`src/cam_routing_pkg.sv`:
```
package cam_routing_pkg;

    // ------------------------------------------------------------
    // Register byte offsets (APB, one aligned word each)
    // ------------------------------------------------------------
    localparam logic [7:0] ROUTING_OFS = 8'h00;     // Counter routing control
    localparam logic [7:0] CAMCTL_OFS = 8'h04;      // Cam table control and status
    localparam logic [7:0] IRQ_STS_OFS = 8'h08;     // Engage event flags, write one to clear
    localparam logic [7:0] IRQ_MSK_OFS = 8'h0c;     // Engage event mask
    localparam logic [7:0] PHASE_BASE_OFS = 8'h10;  // Four engage phases, 4 bytes apart

    // ------------------------------------------------------------
    // Routing word bit positions
    // ------------------------------------------------------------
    localparam int GLB_FIRST_CAM_POS = 9;    // First cam count into global counter
    localparam int GLB_SECOND_CAM_POS = 10;  // Second cam count into global counter
    localparam int REF_POSITIONER_POS = 12;  // Positioner count into reference
    localparam int REF_FIRST_CAM_POS = 13;   // First cam count into reference
    localparam int REF_SECOND_CAM_POS = 14;  // Second cam count into reference
    localparam int REF_SPEED_POS = 15;       // Speed mode count into reference

    // ------------------------------------------------------------
    // Cam control word bit positions
    // ------------------------------------------------------------
    localparam int ARM_POS = 0;          // Bits 3:0 arm tables at phase
    localparam int IMMEDIATE_POS = 4;    // Bits 7:4 engage tables at once
    localparam int USE_T0_POS = 8;       // Table zero in use
    localparam int USE_T1_POS = 9;       // Table one in use
    localparam int USE_T2_POS = 11;      // Table two in use
    localparam int USE_T3_POS = 10;      // Table three in use

    // ------------------------------------------------------------
    // Values after reset
    // ------------------------------------------------------------
    localparam logic [15:0] ROUTING_RST = 16'h0000;
    localparam logic [3:0] ARM_RST = 4'h0;
    localparam logic [3:0] IMMEDIATE_RST = 4'h0;
    localparam logic [3:0] IN_USE_RST = 4'h0;
    localparam logic [31:0] PHASE_RST = 32'h0000_0000;
    localparam logic [3:0] IRQ_MSK_RST = 4'h0;

endpackage

```
`src/cam_table_counter_routing.sv`:
```
`timescale 1ns/1ps

// What this block does
// - Bit ten adds second cam into global
// - Bit twelve adds positioner into reference
// - Bit thirteen adds first cam into reference
// - Bit fourteen adds second cam into reference
// - Bit fifteen adds speed count into reference
// - Bit zero arms table zero at phase
// - Bit one arms table one at phase
// - Bit two arms table two at phase
// - Bit three arms table three at phase
// - Bit four engages table zero at once
// - Bit five engages table one at once
// - Bit six engages table two at once
// - Bit seven engages table three at once
// - Bit eight shows table zero in use
// - Bit ten shows table three in use
// - Bit nine adds first cam into global
module cam_table_counter_routing (
    input wire logic clk,
    input wire logic sys_rst,
    // APB slave
    input wire logic psel,
    input wire logic penable,
    input wire logic pwrite,
    input wire logic [7:0] paddr,
    input wire logic [31:0] pwdata,
    output logic [31:0] prdata,
    output logic pready,
    output logic pslverr,
    // Motion counters and master phase, same clock
    input wire logic [31:0] positioner_count,
    input wire logic [31:0] first_cam_count,
    input wire logic [31:0] second_cam_count,
    input wire logic [31:0] speed_mode_count,
    input wire logic [31:0] master_phase,
    // Results
    output logic [31:0] global_position_counter,
    output logic [31:0] position_reference_value,
    output logic [3:0] cam_table_select,
    output logic irq
);

    // ------------------------------------------------------------
    // Register map
    // ------------------------------------------------------------
    // 0x00 routing: bits 9 and 10 feed the global counter,
    //   bits 12 to 15 feed the position reference
    // 0x04 cam control: arm bits 3:0, immediate bits 7:4,
    //   read-only in-use bits 8, 9, 11, 10 for tables zero to three
    // 0x08 engage flags, one per table, write one to clear
    // 0x0c engage flag mask, same layout as the flags
    // 0x10 to 0x1c engage phase of tables zero to three
    // Upper half of each 16-bit word reads as zero
    // Unmapped words read zero and answer with an error

    // ------------------------------------------------------------
    // State
    // ------------------------------------------------------------
    typedef struct packed {
        logic [15:0] routing;          // Counter routing control
        logic [3:0] arm;               // Tables waiting for phase
        logic [3:0] immediate;         // Pending immediate engages
        logic [3:0] in_use;            // Table used by first generator
        logic [3:0][31:0] phase;       // Engage phase per table
        logic [3:0] irq_sts;           // Sticky engage flags
        logic [3:0] irq_msk;           // Engage flag mask
        logic [31:0] prdata;           // Read data captured in setup
        logic pslverr;                 // Unmapped address flag
        logic [31:0] gpc;              // Global position counter
        logic [31:0] prv;              // Position reference value
    } state_t;

    state_t s_r;    // Registered state
    state_t s_nxt;  // Next state

    logic [3:0] hit;         // Armed table whose phase is reached
    logic [3:0] engage;      // One-hot table engaged this cycle
    logic [15:0] camctl_rd;  // Read view of cam control word
    logic setup_ph;          // APB setup cycle
    logic wr_acc;            // APB write taking effect

    assign setup_ph = psel && !penable;
    assign wr_acc = psel && penable && pwrite;

    // Short names for the field positions used in slices
    localparam int ARM_POS = cam_routing_pkg::ARM_POS;
    localparam int IMMEDIATE_POS = cam_routing_pkg::IMMEDIATE_POS;

    // ------------------------------------------------------------
    // Per-table phase compare
    // ------------------------------------------------------------
    // Reaching means at or beyond the phase, so a master that jumps
    // over the exact value still engages the table
    // A table whose phase word is zero engages as soon as it is armed
    for (genvar i = 0; i < 4; i++) begin : g_cmp
        assign hit[i] = s_r.arm[i] && (master_phase >= s_r.phase[i]);
    end

    // ------------------------------------------------------------
    // Engage arbitration
    // ------------------------------------------------------------
    // Immediate requests beat phase hits; lowest table index wins.
    // Only one table engages per cycle, since the first generator
    // can run from one table at a time.
    // A losing request stays pending and is served in a later cycle.
    always_comb begin
        engage = 4'h0;
        if (s_r.immediate != 4'h0) begin
            engage = s_r.immediate & (~s_r.immediate + 4'h1);
        end else if (hit != 4'h0) begin
            engage = hit & (~hit + 4'h1);
        end
    end

    // Status positions, table two and three sit out of index order
    // Arm and immediate bits read back while they are still pending
    always_comb begin
        camctl_rd = 16'h0000;
        camctl_rd[ARM_POS+:4] = s_r.arm;
        camctl_rd[IMMEDIATE_POS+:4] = s_r.immediate;
        camctl_rd[cam_routing_pkg::USE_T0_POS] = s_r.in_use[0];
        camctl_rd[cam_routing_pkg::USE_T1_POS] = s_r.in_use[1];
        camctl_rd[cam_routing_pkg::USE_T2_POS] = s_r.in_use[2];
        camctl_rd[cam_routing_pkg::USE_T3_POS] = s_r.in_use[3];
    end

    // ------------------------------------------------------------
    // Next state
    // ------------------------------------------------------------
    // Every register of the block moves here; the flop below only
    // copies the result, so hold behaviour stays in one place
    always_comb begin
        s_nxt = s_r;

        // Counter sums, registered one cycle after the inputs
        s_nxt.gpc = 32'h0000_0000;
        if (s_r.routing[cam_routing_pkg::GLB_FIRST_CAM_POS]) begin
            s_nxt.gpc = s_nxt.gpc + first_cam_count;
        end
        if (s_r.routing[cam_routing_pkg::GLB_SECOND_CAM_POS]) begin
            s_nxt.gpc = s_nxt.gpc + second_cam_count;
        end
        s_nxt.prv = 32'h0000_0000;
        if (s_r.routing[cam_routing_pkg::REF_POSITIONER_POS]) begin
            s_nxt.prv = s_nxt.prv + positioner_count;
        end
        if (s_r.routing[cam_routing_pkg::REF_FIRST_CAM_POS]) begin
            s_nxt.prv = s_nxt.prv + first_cam_count;
        end
        if (s_r.routing[cam_routing_pkg::REF_SECOND_CAM_POS]) begin
            s_nxt.prv = s_nxt.prv + second_cam_count;
        end
        if (s_r.routing[cam_routing_pkg::REF_SPEED_POS]) begin
            s_nxt.prv = s_nxt.prv + speed_mode_count;
        end

        // Hardware side of engagement first, so a software set wins
        if (engage != 4'h0) begin
            s_nxt.in_use = engage;
            s_nxt.arm = s_r.arm & ~engage;
            s_nxt.immediate = s_r.immediate & ~engage;
        end

        // Read data captured in the setup cycle, stable in access
        // so prdata leaves a flop and needs no address path in access
        if (setup_ph) begin
            s_nxt.pslverr = 1'b0;
            s_nxt.prdata = 32'h0000_0000;
            case (paddr)
                cam_routing_pkg::ROUTING_OFS: begin
                    s_nxt.prdata = {16'h0000, s_r.routing};
                end
                cam_routing_pkg::CAMCTL_OFS: begin
                    s_nxt.prdata = {16'h0000, camctl_rd};
                end
                cam_routing_pkg::IRQ_STS_OFS: begin
                    s_nxt.prdata = {28'h000_0000, s_r.irq_sts};
                end
                cam_routing_pkg::IRQ_MSK_OFS: begin
                    s_nxt.prdata = {28'h000_0000, s_r.irq_msk};
                end
                cam_routing_pkg::PHASE_BASE_OFS: begin
                    s_nxt.prdata = s_r.phase[0];
                end
                cam_routing_pkg::PHASE_BASE_OFS + 8'h04: begin
                    s_nxt.prdata = s_r.phase[1];
                end
                cam_routing_pkg::PHASE_BASE_OFS + 8'h08: begin
                    s_nxt.prdata = s_r.phase[2];
                end
                cam_routing_pkg::PHASE_BASE_OFS + 8'h0c: begin
                    s_nxt.prdata = s_r.phase[3];
                end
                default: begin
                    // Unmapped: reads zero, answers with an error
                    s_nxt.pslverr = 1'b1;
                end
            endcase
        end

        // Sticky engage flags, write one to clear
        // Flags feed the level interrupt through the mask
        if (wr_acc && paddr == cam_routing_pkg::IRQ_STS_OFS) begin
            s_nxt.irq_sts = s_r.irq_sts & ~pwdata[3:0];
        end
        // Set after clear: an engage in the clearing cycle is kept
        s_nxt.irq_sts = s_nxt.irq_sts | engage;

        // Register writes at the access edge
        // A cam control write in the same cycle as an engage overrides the arm bits
        if (wr_acc) begin
            case (paddr)
                cam_routing_pkg::ROUTING_OFS: begin
                    s_nxt.routing = pwdata[15:0];
                end
                cam_routing_pkg::CAMCTL_OFS: begin
                    // In-use bits ignore the write
                    s_nxt.arm = pwdata[ARM_POS+:4];
                    s_nxt.immediate = pwdata[IMMEDIATE_POS+:4];
                end
                cam_routing_pkg::IRQ_MSK_OFS: begin
                    s_nxt.irq_msk = pwdata[3:0];
                end
                cam_routing_pkg::PHASE_BASE_OFS: begin
                    s_nxt.phase[0] = pwdata;
                end
                cam_routing_pkg::PHASE_BASE_OFS + 8'h04: begin
                    s_nxt.phase[1] = pwdata;
                end
                cam_routing_pkg::PHASE_BASE_OFS + 8'h08: begin
                    s_nxt.phase[2] = pwdata;
                end
                cam_routing_pkg::PHASE_BASE_OFS + 8'h0c: begin
                    s_nxt.phase[3] = pwdata;
                end
                default: begin
                    // Flag word is cleared by write one above; unmapped words keep their value
                end
            endcase
        end
    end

    // ------------------------------------------------------------
    // State register
    // ------------------------------------------------------------
    // Synchronous reset clears every field first, then loads the
    // named reset values so a changed default lands in one place
    always_ff @(posedge clk) begin
        if (sys_rst) begin
            s_r <= '0;
            s_r.routing <= cam_routing_pkg::ROUTING_RST;
            s_r.arm <= cam_routing_pkg::ARM_RST;
            s_r.immediate <= cam_routing_pkg::IMMEDIATE_RST;
            s_r.in_use <= cam_routing_pkg::IN_USE_RST;
            s_r.phase <= {4{cam_routing_pkg::PHASE_RST}};
            s_r.irq_msk <= cam_routing_pkg::IRQ_MSK_RST;
        end else begin
            s_r <= s_nxt;
        end
    end

    // ------------------------------------------------------------
    // Outputs
    // ------------------------------------------------------------
    // Zero wait states: the answer is ready in every access cycle
    // The error flag is gated so that it only shows in the access
    // phase, while the captured flag itself may linger until setup
    assign pready = 1'b1;
    assign pslverr = s_r.pslverr && psel && penable;
    assign prdata = s_r.prdata;
    assign global_position_counter = s_r.gpc;
    assign position_reference_value = s_r.prv;
    assign cam_table_select = s_r.in_use;
    assign irq = |(s_r.irq_sts & s_r.irq_msk);

    for (genvar k = 0; k < 4; k++) begin : g_chk

    end
endmodule

```
`config.mk`:
```
export PLATFORM = sky130hd
export DESIGN_NAME = cam_table_counter_routing
export DESIGN_NICKNAME = d
export VERILOG_FILES = /design/src/cam_routing_pkg.sv /design/src/cam_table_counter_routing.sv
export SDC_FILE = /design/constraint.sdc
export NUM_CORES = 1
export LEC_CHECK = 0
export BUFFER_PORTS_ARGS = -buffer_cell sky130_fd_sc_hd__buf_4
export CELL_PAD_IN_SITES_DETAIL_PLACEMENT = 2
export CELL_PAD_IN_SITES_GLOBAL_PLACEMENT = 2
export CORE_ASPECT_RATIO = 2
export CORE_MARGIN = 3
export CORE_UTILIZATION = 37
export CTS_BUF_LIST = sky130_fd_sc_hd__clkbuf_4
export CTS_CLUSTER_DIAMETER = 60
export CTS_CLUSTER_SIZE = 30
export DETAILED_ROUTE_END_ITERATION = 10
export PLACE_DENSITY = 0.95
export RECOVER_POWER = 25
export SLEW_MARGIN = 20
export SYNTH_ARGS = -nofsm -noshare
export SYNTH_HDL_FRONTEND = slang
export SYNTH_SLANG_ARGS = --single-unit
```
`constraint.sdc`:
```
create_clock -name clk -period 20.3 [get_ports clk]
set_clock_uncertainty 0.05 [all_clocks]
set_input_delay 3.045 -clock clk [delete_from_list [all_inputs] [get_ports clk]]
set_output_delay 3.045 -clock clk [all_outputs]
set_load 0.005 [all_outputs]
```
==> results of run 1 <==
per-stage QoR:
step	area, um^2	cells	hold WS (ps)	utilization, %	total power (W)
2_1_floorplan	21000	2755	386	-	0.000609
3_3_place_gp	23200	3606	392	41.4	0.000682
3_5_place_dp	23200	3606	407	41.4	0.000698
4_1_cts	23800	3652	434	42.3	0.00107
5_1_grt	23700	3655	461	42.1	0.00110
6_report	23700	3660	439	42.1	0.00106
per-layer routing:
metal / track usage (%) / share of wire, % / wire, um / vias up
met2: 64.5 / 53 / 55100 / 929
met5: 0 / 0.035 / 37 / -
met3: 6.07 / 5.3 / 5560 / 470
li1: - / - / - / 9904
met4: 28.9 / 9.7 / 10200 / 6
met1: 29.9 / 32 / 33600 / 11024
logic make-up (layout without fill, tap and decap cells):
group / count (synthesis) / count (layout)
compound gates: 811 / 811
mux: 60 / 60
buf+inv: 415 / 563
simple gates: 845 / 845
other cells: 1 / 8
flops: 261 / 261
fa+ha+maj: 258 / 258
xor+xnor: 104 / 104
worst reg2reg max path: cells and delay by family (launching register included):
family | cells | cell delay [ps]
buffers and inverters | 2 | 500
flip-flops | 1 | 340
multiplexers | 1 | 280
adder cells (fa/ha/maj) | 3 | 970
AND/OR/NAND/NOR | 6 | 1190
AO/OA/AOI/OAI | 17 | 4240
XOR/XNOR | 3 | 660
cell usage after synthesis (all sizes together) (53+ instances only):
cell type / instances / area (um^2)
a21o: 105 / 788
a21oi: 309 / 1560
a22oi: 55 / 413
and2: 55 / 347
buf: 112 / 810
clkbuf: 114 / 430
dfxtp: 261 / 5230
ha: 252 / 3150
inv: 188 / 706
nand2: 426 / 1600
nand3: 53 / 265
nor2: 143 / 537
o21ai: 94 / 470
xnor2: 67 / 587
worst paths after layout:
check	slack (ps)	endpoint	start	cells past startpoint
setup / recovery	10560	position_reference_value[31]	positioner_count[0]	32
setup reg to reg	12050	position_reference_value[31]	s_r[257]	32
hold reg to reg	440	s_r[248]	s_r[248]	2
hold / removal	440	s_r[248]	s_r[248]	2
power groups by stage:
stage / sequential [W] / clock [W] / combinational (W)
floorplan: 0.000528 / 0 / 0.0000818
global placement: 0.000528 / 0 / 0.000154
detailed placement: 0.000529 / 0 / 0.000169
CTS: 0.000519 / 0.000379 / 0.000171
global route: 0.000520 / 0.000399 / 0.000185
finish: 0.000519 / 0.000369 / 0.000173
state kept, by name, summed over array words and instances (netlist names):
register	cells
camctl_rd	8
global_position_counter	32
s_r	153
position_reference_value	32
cam_table_select	4
prdata	32
cell type report:
class / count / area (um^2) / share of cell area [%]
multi-input cells: 2079 / 13900 / 58.8
flip-flops and latches: 261 / 5230 / 22.1
clock inverters: 21 / 318 / 1.34
clock buffers: 25 / 188 / 0.793
repair buffers: 328 / 2360 / 9.96
inverters: 189 / 709 / 3.00
diodes: 7 / 17.5 / 0.0740
well taps: 750 / 938 / 3.96
==> run metrics, run 1 <==
CTS-repair resized insts 0; mux cell area share after synthesis roughly 3.0%; post-synth cell types 89; CP required 21090 ps; Synth Flop Type dfxtp_1; Pleak just under 10 nW; routed vias/inst a little over 6; Iter 0 DRT Violations roughly 1300; Synth async-reset ratio 0%; Synth Area in XOR/XNOR around 4.4%; worst slew pin tran about 2600 ps; vias post-DR around 22000; sequential area share after synthesis 24.9%; Sw Share 35.7%; Tmin final slightly below 10000 ps; Mean Syn Cell Area between 7 and 8 um^2; Tcrit/Tclk final between 40 and 50%; layout cells sized above 1 13.7%; clk slew on worst S/H paths 260 ps; Chip Width about 170 um; Core Region roughly 56000 um^2; Final Setup Violations 0; global-route wire length before repair roughly 160 mm; Reg power frac 48.9%; maximum VDD drop ~0.056 mV; cell count after synthesis roughly 2800; Post-synth EDFFs 0; commonest cells after routing, fill and taps aside nand2_1 (422), a21oi_1 (305), dfxtp_1 (258), ha_1 (252), buf_4 (244); drt drc 0; commonest non-fill, non-tap cell in the layout nand2_1; Slew HR -75.9%; IO Port Bufs between 300 and 400; Crit. End Element register; RSZ-0062 raised after global routing false; vias in the first global route around 26000; pin count of the biggest net entering global routing 94; crit-path max FO 7; switching pwr 0.000379 W; CTS tree done; failing checks max-capacitance violations, max-slew violations; worst min path class register to register; DRT antenna net count 0; synth warn 0; Total GRT Usage about a third; CP most frequent cell ha_1; CP Launch Type input port; Setup TNS 0 ps; hold_buf cts 0; slowest CP cell ha_1; Final #Nets ~3300; H-tree Lvls 1; clock share of power 34.8%; power density cells 44.8 nW/um^2; Max clock buf depth 3; max cap viols 3; overall routed net length around 100 mm; drt pass-1 iters 5; Synth Area in Simple Gates approximately 18%; Crit path buffers/inverters 3; CTS Root Cell clkbuf_4; Starting Density a little under two fifths; Crit path arrival time 10530 ps; Post-Place Setup Slack 9720 ps; initial antenna violation count 8; Synth Area in Compound Gates around a quarter; internal power around 0.00068 W; worst-skew pair later-pin latency just over 900 ps; critical path type input port to register; share of power burned in combinational logic between 15 and 20%; DR WL/cell between 20 and 30 um; grt ovf 0; total nets after synthesis about 3200; Final Max Slew Viols between 100 and 150; synth-to-layout area growth 12.6%; Die Height 343 um; main combinational cell family by area after synthesis compound AO/OA/AOI/OAI gates; status finished, violations left; row cnt between 100 and 150; Clock Sinks ~260; IO Count 308; setup bufs post-CTS 0; setup slack after layout 10560 ps; Routability Congestion between 0.9 and 1; Die ar. between 50000 and 60000 um^2; Fill cells roughly 6400; Yosys reg bits between 200 and 300; CP delay by family, top compound AO/OA/AOI/OAI gates; CP peak stage delay 420 ps; f_max 103 MHz; hpwl dp just over 80 mm; Num CTS Buffers 25; Synth Area in Adders approximately 15%; Final Hold Violating Endpoints 0; Mapped Area about 21000 um^2
(Power assumes the default switching activity.)
==> run 2: changes to the inputs <==
--- a/config.mk
+++ b/config.mk
@@ -10,12 +10,12 @@
 export CELL_PAD_IN_SITES_GLOBAL_PLACEMENT = 2
 export CORE_ASPECT_RATIO = 2
 export CORE_MARGIN = 3
-export CORE_UTILIZATION = 37
+export CORE_UTILIZATION = 35
 export CTS_BUF_LIST = sky130_fd_sc_hd__clkbuf_4
 export CTS_CLUSTER_DIAMETER = 60
 export CTS_CLUSTER_SIZE = 30
 export DETAILED_ROUTE_END_ITERATION = 10
-export PLACE_DENSITY = 0.95
+export PLACE_DENSITY = 0.94
 export RECOVER_POWER = 25
 export SLEW_MARGIN = 20
 export SYNTH_ARGS = -nofsm -noshare
==> constraint.sdc (replaced) <==
create_clock -name clk -period 9.33 [get_ports clk]
set_clock_uncertainty 0.05 [all_clocks]
set_input_delay 1.3995 -clock clk [delete_from_list [all_inputs] [get_ports clk]]
set_output_delay 1.3995 -clock clk [all_outputs]
set_load 0.005 [all_outputs]
==> run metrics, run 2 (synthesis results as in run 1) <==
clk slew on worst S/H paths 180 ps (-80 ps); Core Region 59300 um^2 (+5.5%); drt pass-1 iters 5 (unchanged); CP required 10050 ps (-11040 ps); Die Height 353 um (+2.8%); drt drc 0 (unchanged); Max clock buf depth 3 (unchanged); hold_buf cts 0 (unchanged); worst slew pin tran 3800 ps (+1160 ps); Reg2Reg Launch Point s_r[257]; Reg with most FFs s_r; Final Max Slew Viols 135 (+19%); slowest CP cell dfxtp_1; hpwl dp 78.7 mm (-3.7%); global-route wire length before repair 149 mm (-4.1%); Slew HR -154% (-78 points); Setup TNS 0 ps (unchanged); Area after DPL 23300 um^2 (+0.11%); Layout Cells excl Fill 3685 (+0.68%); status finished, violations left; routed vias/inst 5.97 (-2.1%); crit path capture position_reference_value[31]; Final Hold Violating Endpoints 0 (unchanged); design area 23700 um^2 (about the same); CP Launch Type register; gr busiest metal met2; M1 GR Usage 27.8% (-2.2 points); Iter 0 DRT Violations 1029 (-23%); CP delay by family, top compound AO/OA/AOI/OAI gates; crit-path max FO 35 (+28); failing checks max-capacitance violations, max-slew violations; Critical path origin s_r[257]; row cnt 126 (+2.4%); Clock Sinks 261 (unchanged); critical path type register to register; Chip Width 179 um (+2.7%); worst reg2reg endpoint position_reference_value[31]; Starting Density 35.5% (-2.0 points); commonest cells after routing, fill and taps aside nand2_1 (422), a21oi_1 (305), dfxtp_1 (258), ha_1 (252), buf_4 (244); Total GRT Usage 30.6% (-3.1 points); RSZ-0062 raised after global routing false; CP peak stage delay 470 ps (+50 ps); Cells after DPL 3625 (+0.53%); layout cells sized above 1 13.7% (about the same); CTS tree done; Largest register FFs 153 (unchanged); Num CTS Buffers 29 (+16%); Final Setup Violations 0 (unchanged); power density cells 95.8 nW/um^2 (+110%); max cap viols 3 (unchanged); overall routed net length 100 mm (-4.3%); setup bufs post-CTS 0 (unchanged); maximum VDD drop 0.123 mV (+120%); Crit path arrival time 9120 ps (-1410 ps); Die ar. 63200 um^2 (+5.6%); vias post-DR 22010 (-1.4%); GR Util met2 58.0% (-6.5 points); pin count of the biggest net entering global routing 107 (+14%); vias in the first global route 25655 (-1.1%); worst min path class register to register; worst-skew pair later-pin latency 880 ps (-50 ps); Post-Place Setup Slack 476 ps (-9240 ps); reg2reg setup slack 930 ps (-11120 ps); Tmin final 8400 ps; Routability Congestion 0.972 (+0.72%); DRT antenna net count 0 (unchanged); met3 Usage GRT 6.17% (+0.10 points); Crit. End Element register; setup slack after layout 928 ps (-9630 ps); CTS-repair resized insts 0 (unchanged); Worst path depth 32 (unchanged); Crit path buffers/inverters 2 (-1); Tcrit/Tclk final around 90%; Final #Nets 3350 (+0.15%); initial antenna violation count 11 (+3); H-tree Lvls 1 (unchanged); f_max about 120 MHz; IO Port Bufs 306 (unchanged); CTS Root Cell clkbuf_4; Pleak 9.79 nW (-0.18%); synth-to-layout area growth 12.5% (about the same); commonest non-fill, non-tap cell in the layout nand2_1; worst reg-to-reg path cell count 32 (unchanged); DR WL/cell 27.1 um (-5.0%); grt ovf 0 (unchanged); IO Count 308 (unchanged)
## run 2: cell types whose count changed in the layout (fill, tap and decap cells not counted), moves of 2 or more
cell        previous run  this run
inv_16                 6         0
clkbuf_1              33        38
clkinv_2               1         4
clkinv_8               6         8
clkinvlp_4             1         3
nor3_2                 6         4
## run 2: per-layer routing
layer / part of all wire, % / vias to the layer above / wire, um
met3: 5.6 / 397 / 5640
met5: 0.080 / - / 80
met2: 54 / 754 / 53600
li1: - / 9918 / -
met1: 32 / 10931 / 32300
met4: 8.4 / 10 / 8370
## run 2: metrics by stage
| step | utilization, % | total power, W | hold WS (ps) |
|---|---|---|---|
| floorplan | - | 0.00133 | 386 |
| global placement | 39.3 | 0.00148 | 392 |
| CTS | 40.1 | 0.00228 | 426 |
| global route | 39.9 | 0.00235 | 447 |
| finish | 39.9 | 0.00227 | 425 |
| detailed placement | 39.3 | 0.00151 | 402 |
## run 2: how the worst min path moves through the flow
stage / end / slack [ps] / startpoint / cells after the start
finish: s_r[256] / 430 / s_r[256] / 2
global route: s_r[150] / 450 / s_r[150] / 2
detailed placement: s_r[256] / 400 / s_r[256] / 2
CTS: s_r[256] / 430 / s_r[256] / 2
floorplan: s_r[245] / 390 / s_r[245] / 2
global placement: s_r[252] / 390 / s_r[252] / 2
## run 2: worst register-to-register path: cells and delay by family, from the launching register on
kind | cells | cell delay [ps]
and+or+nand+nor | 8 | 1480
AOI/OAI and AO/OA | 15 | 3890
muxes | 1 | 220
buffers and inverters | 2 | 530
adders and majority gates | 3 | 1100
DFF | 1 | 470
xor gates and xnor gates | 3 | 560
## run 2: final cells by class
class                      instances  area [um^2]
clock inverter                    24          267
clock buffer                      29          218
multi-input combinational       2079        13900
antenna                            6         15.0
timing repair buffer             329         2340
sequential                       261         5230
inverter                         189          709
fill                            6894        35600
tap                              768          961
## run 2: power by group
group / total (W) / internal (W) / switching [W] / leakage (nW)
Combinational: 0.000365 / 0.000150 / 0.000216 / 7.43
Sequential: 0.00113 / 0.00112 / 0.00000435 / 2.11
Clock: 0.000774 / 0.000204 / 0.000570 / 0.251
==> run 3: changes to the inputs <==
--- a/config.mk
+++ b/config.mk
@@ -8,7 +8,7 @@
 export BUFFER_PORTS_ARGS = -buffer_cell sky130_fd_sc_hd__buf_4
 export CELL_PAD_IN_SITES_DETAIL_PLACEMENT = 2
 export CELL_PAD_IN_SITES_GLOBAL_PLACEMENT = 2
-export CORE_ASPECT_RATIO = 2
+export CORE_ASPECT_RATIO = 0.8
 export CORE_MARGIN = 3
 export CORE_UTILIZATION = 35
 export CTS_BUF_LIST = sky130_fd_sc_hd__clkbuf_4
==> run metrics, run 3 (synthesis results as in run 1) <==
status finished, violations left; failing checks max-capacitance violations, max-slew violations; Final Setup Violations 0 (unchanged); vias in the first global route 25203 (-1.8%); global-route wire length before repair 154 mm (+3.5%); Register Area 5230 um^2 (unchanged); CTS tree done; worst slew pin tran 2640 ps (-1160 ps); Tcrit/Tclk final 88.5% (-1.5 points); Die Height 225 um (-36%); H-tree Lvls 2 (+1); clk slew on worst S/H paths 150 ps (-30 ps); switching pwr 0.000783 W (-0.91%); hold_buf cts 0 (unchanged); routed vias/inst 6.04 (+1.1%); f_max 121 MHz (+1.7%); Hold Startpoint s_r[256]; vias post-DR 22381 (+1.7%); critical path type register to register; hpwl dp 77.2 mm (-1.9%); power density cells 98.9 nW/um^2 (+3.2%); CTS Root Cell clkbuf_4; setup bufs post-CTS 0 (unchanged); Slew HR -76.3% (+77 points); Pleak 9.84 nW (+0.50%); DR WL/cell 27.8 um (+2.4%); Core Region 58800 um^2 (-0.78%); layout cells sized above 1 14.1% (+0.34 points); share of power burned in combinational logic 15.9% (-0.2 points); Chip Width 280 um (+56%); IO Count 308 (unchanged); DRT antenna net count 0 (unchanged); Crit. End Element register; Reg power frac 48.0% (-1.7 points); CP peak stage delay 530 ps (+60 ps); synth-to-layout area growth 12.9%; Num CTS Buffers 36 (+24%); IO Port Bufs 306 (unchanged); worst-skew pair later-pin latency 860 ps (-20 ps); worst min path class register to register; design area 23700 um^2 (+0.35%); Final Hold Violating Endpoints 0 (unchanged); row cnt 79 (-37%); CP most frequent cell ha_1; grt ovf 0 (unchanged); Final #Nets 3359 (+0.27%); Sw Share 33.3% (-1.5 points); Setup TNS 0 ps (unchanged); clock share of power 36.1% (+1.9 points); drt drc 0 (unchanged); Fill cells 6719 (-2.5%); pin count of the biggest net entering global routing 196 (+83%); internal power 0.00156 W (+6.0%); reg2reg setup slack 1070 ps (+140 ps); footprint of the multi-input gates 13900 um^2 (about the same); Largest register FFs 153 (unchanged); Crit path arrival time 8900 ps (-220 ps); Reg2Reg Launch Point s_r[257]; RSZ-0062 raised after global routing false; CTS-repair resized insts 0 (unchanged); initial antenna violation count 17 (+6); max cap viols 3 (unchanged); slowest CP cell o31ai_1; Worst Hold Depth 2 (unchanged); maximum VDD drop 0.0712 mV (-42%); Area after DPL 23300 um^2 (about the same); drt pass-1 iters 5 (unchanged); overall routed net length 103 mm (+2.9%); worst reg-to-reg path cell count 32 (unchanged); crit-path max FO 35 (unchanged); Iter 0 DRT Violations 1748 (+70%); Clock Sinks 261 (unchanged); Starting Density 35.7% (+0.28 points); hold slack 417 ps (-8.84 ps); Max clock buf depth 3 (unchanged); commonest cells after routing, fill and taps aside nand2_1 (422), a21oi_1 (305), dfxtp_1 (258), ha_1 (252), buf_4 (242); CP Launch Type register; CP required 9970 ps (-80 ps); worst reg2reg endpoint position_reference_value[31]; Final Max Slew Viols 107 (-21%); Hold EP s_r[256]; Reg with most FFs s_r; Die ar. 63000 um^2 (-0.25%); commonest non-fill, non-tap cell in the layout nand2_1; Routability Congestion 0.957 (-1.5%); Tmin final 8260 ps (-142 ps); Total GRT Usage 31.7% (+1.1 points)
[run 3: changes by cell type in the layout (fill, tap and decap cells not counted), sizes merged, moves of 2 or more]
cell / before / now
clkbuf: 112 / 127
diode: 6 / 12
clkinv: 14 / 10
bufinv: 0 / 2
[run 3: stage by stage]
step | std cells | worst slack (ps) | total power (W) | utilization, %
after global placement | 3628 | 962 | 0.00148 | 39.6
final | 3706 | 1070 | 0.00235 | 40.4
after CTS | 3693 | 1160 | 0.00236 | 40.5
after floorplan | 2755 | 1740 | 0.00133 | -
after global routing | 3705 | 560 | 0.00244 | 40.4
after detailed placement | 3628 | 497 | 0.00151 | 39.6
[run 3: area by class of cell]
type | instances | area share (%)
Timing Repair Buffer | 331 | 10.0
Multi-Input combinational cell | 2079 | 58.6
Antenna cell | 12 | 0.127
Tap cell | 769 | 4.05
Clock inverter | 24 | 0.917
Sequential cell | 261 | 22.0
Inverter | 189 | 2.99
Clock buffer | 41 | 1.30
[run 3: how the worst max path moves through the flow]
| stage | startpoint | end | cells after the start |
|---|---|---|---|
| after floorplan | positioner_count[0] | position_reference_value[31] | 32 |
| after global placement | positioner_count[0] | position_reference_value[31] | 32 |
| after detailed placement | positioner_count[0] | position_reference_value[31] | 32 |
| after CTS | s_r[257] | position_reference_value[31] | 32 |
| after global routing | s_r[257] | position_reference_value[31] | 32 |
| final | s_r[257] | position_reference_value[31] | 32 |
[run 3: power groups by stage]
| stage | registers, W | logic [W] | clock network, W |
|---|---|---|---|
| final | 0.00113 | 0.000374 | 0.000847 |
| after global routing | 0.00113 | 0.000401 | 0.000910 |
| after CTS | 0.00113 | 0.000367 | 0.000865 |
| after detailed placement | 0.00115 | 0.000360 | 0 |
| after global placement | 0.00115 | 0.000329 | 0 |
| after floorplan | 0.00115 | 0.000178 | 0 |
[run 3: layer usage]
| layer | vias up | global-route usage [%] | routed length (um) |
|---|---|---|---|
| met5 | - | 0 | 32 |
| met4 | 6 | 16.5 | 4930 |
| met3 | 330 | 6.02 | 6720 |
| met2 | 871 | 53.3 | 48700 |
| met1 | 11210 | 38.6 | 42500 |
| li1 | 9964 | - | - |
[run 3: worst max-delay path: cells and delay by family (launching register included)]
family	cells	cell delay, ps
flip-flops	1	400
AND/OR/NAND/NOR	5	650
buffers and inverters	3	550
AO/OA/AOI/OAI	15	4060
multiplexers	1	230
XOR/XNOR	3	600
adder cells (fa/ha/maj)	5	1530
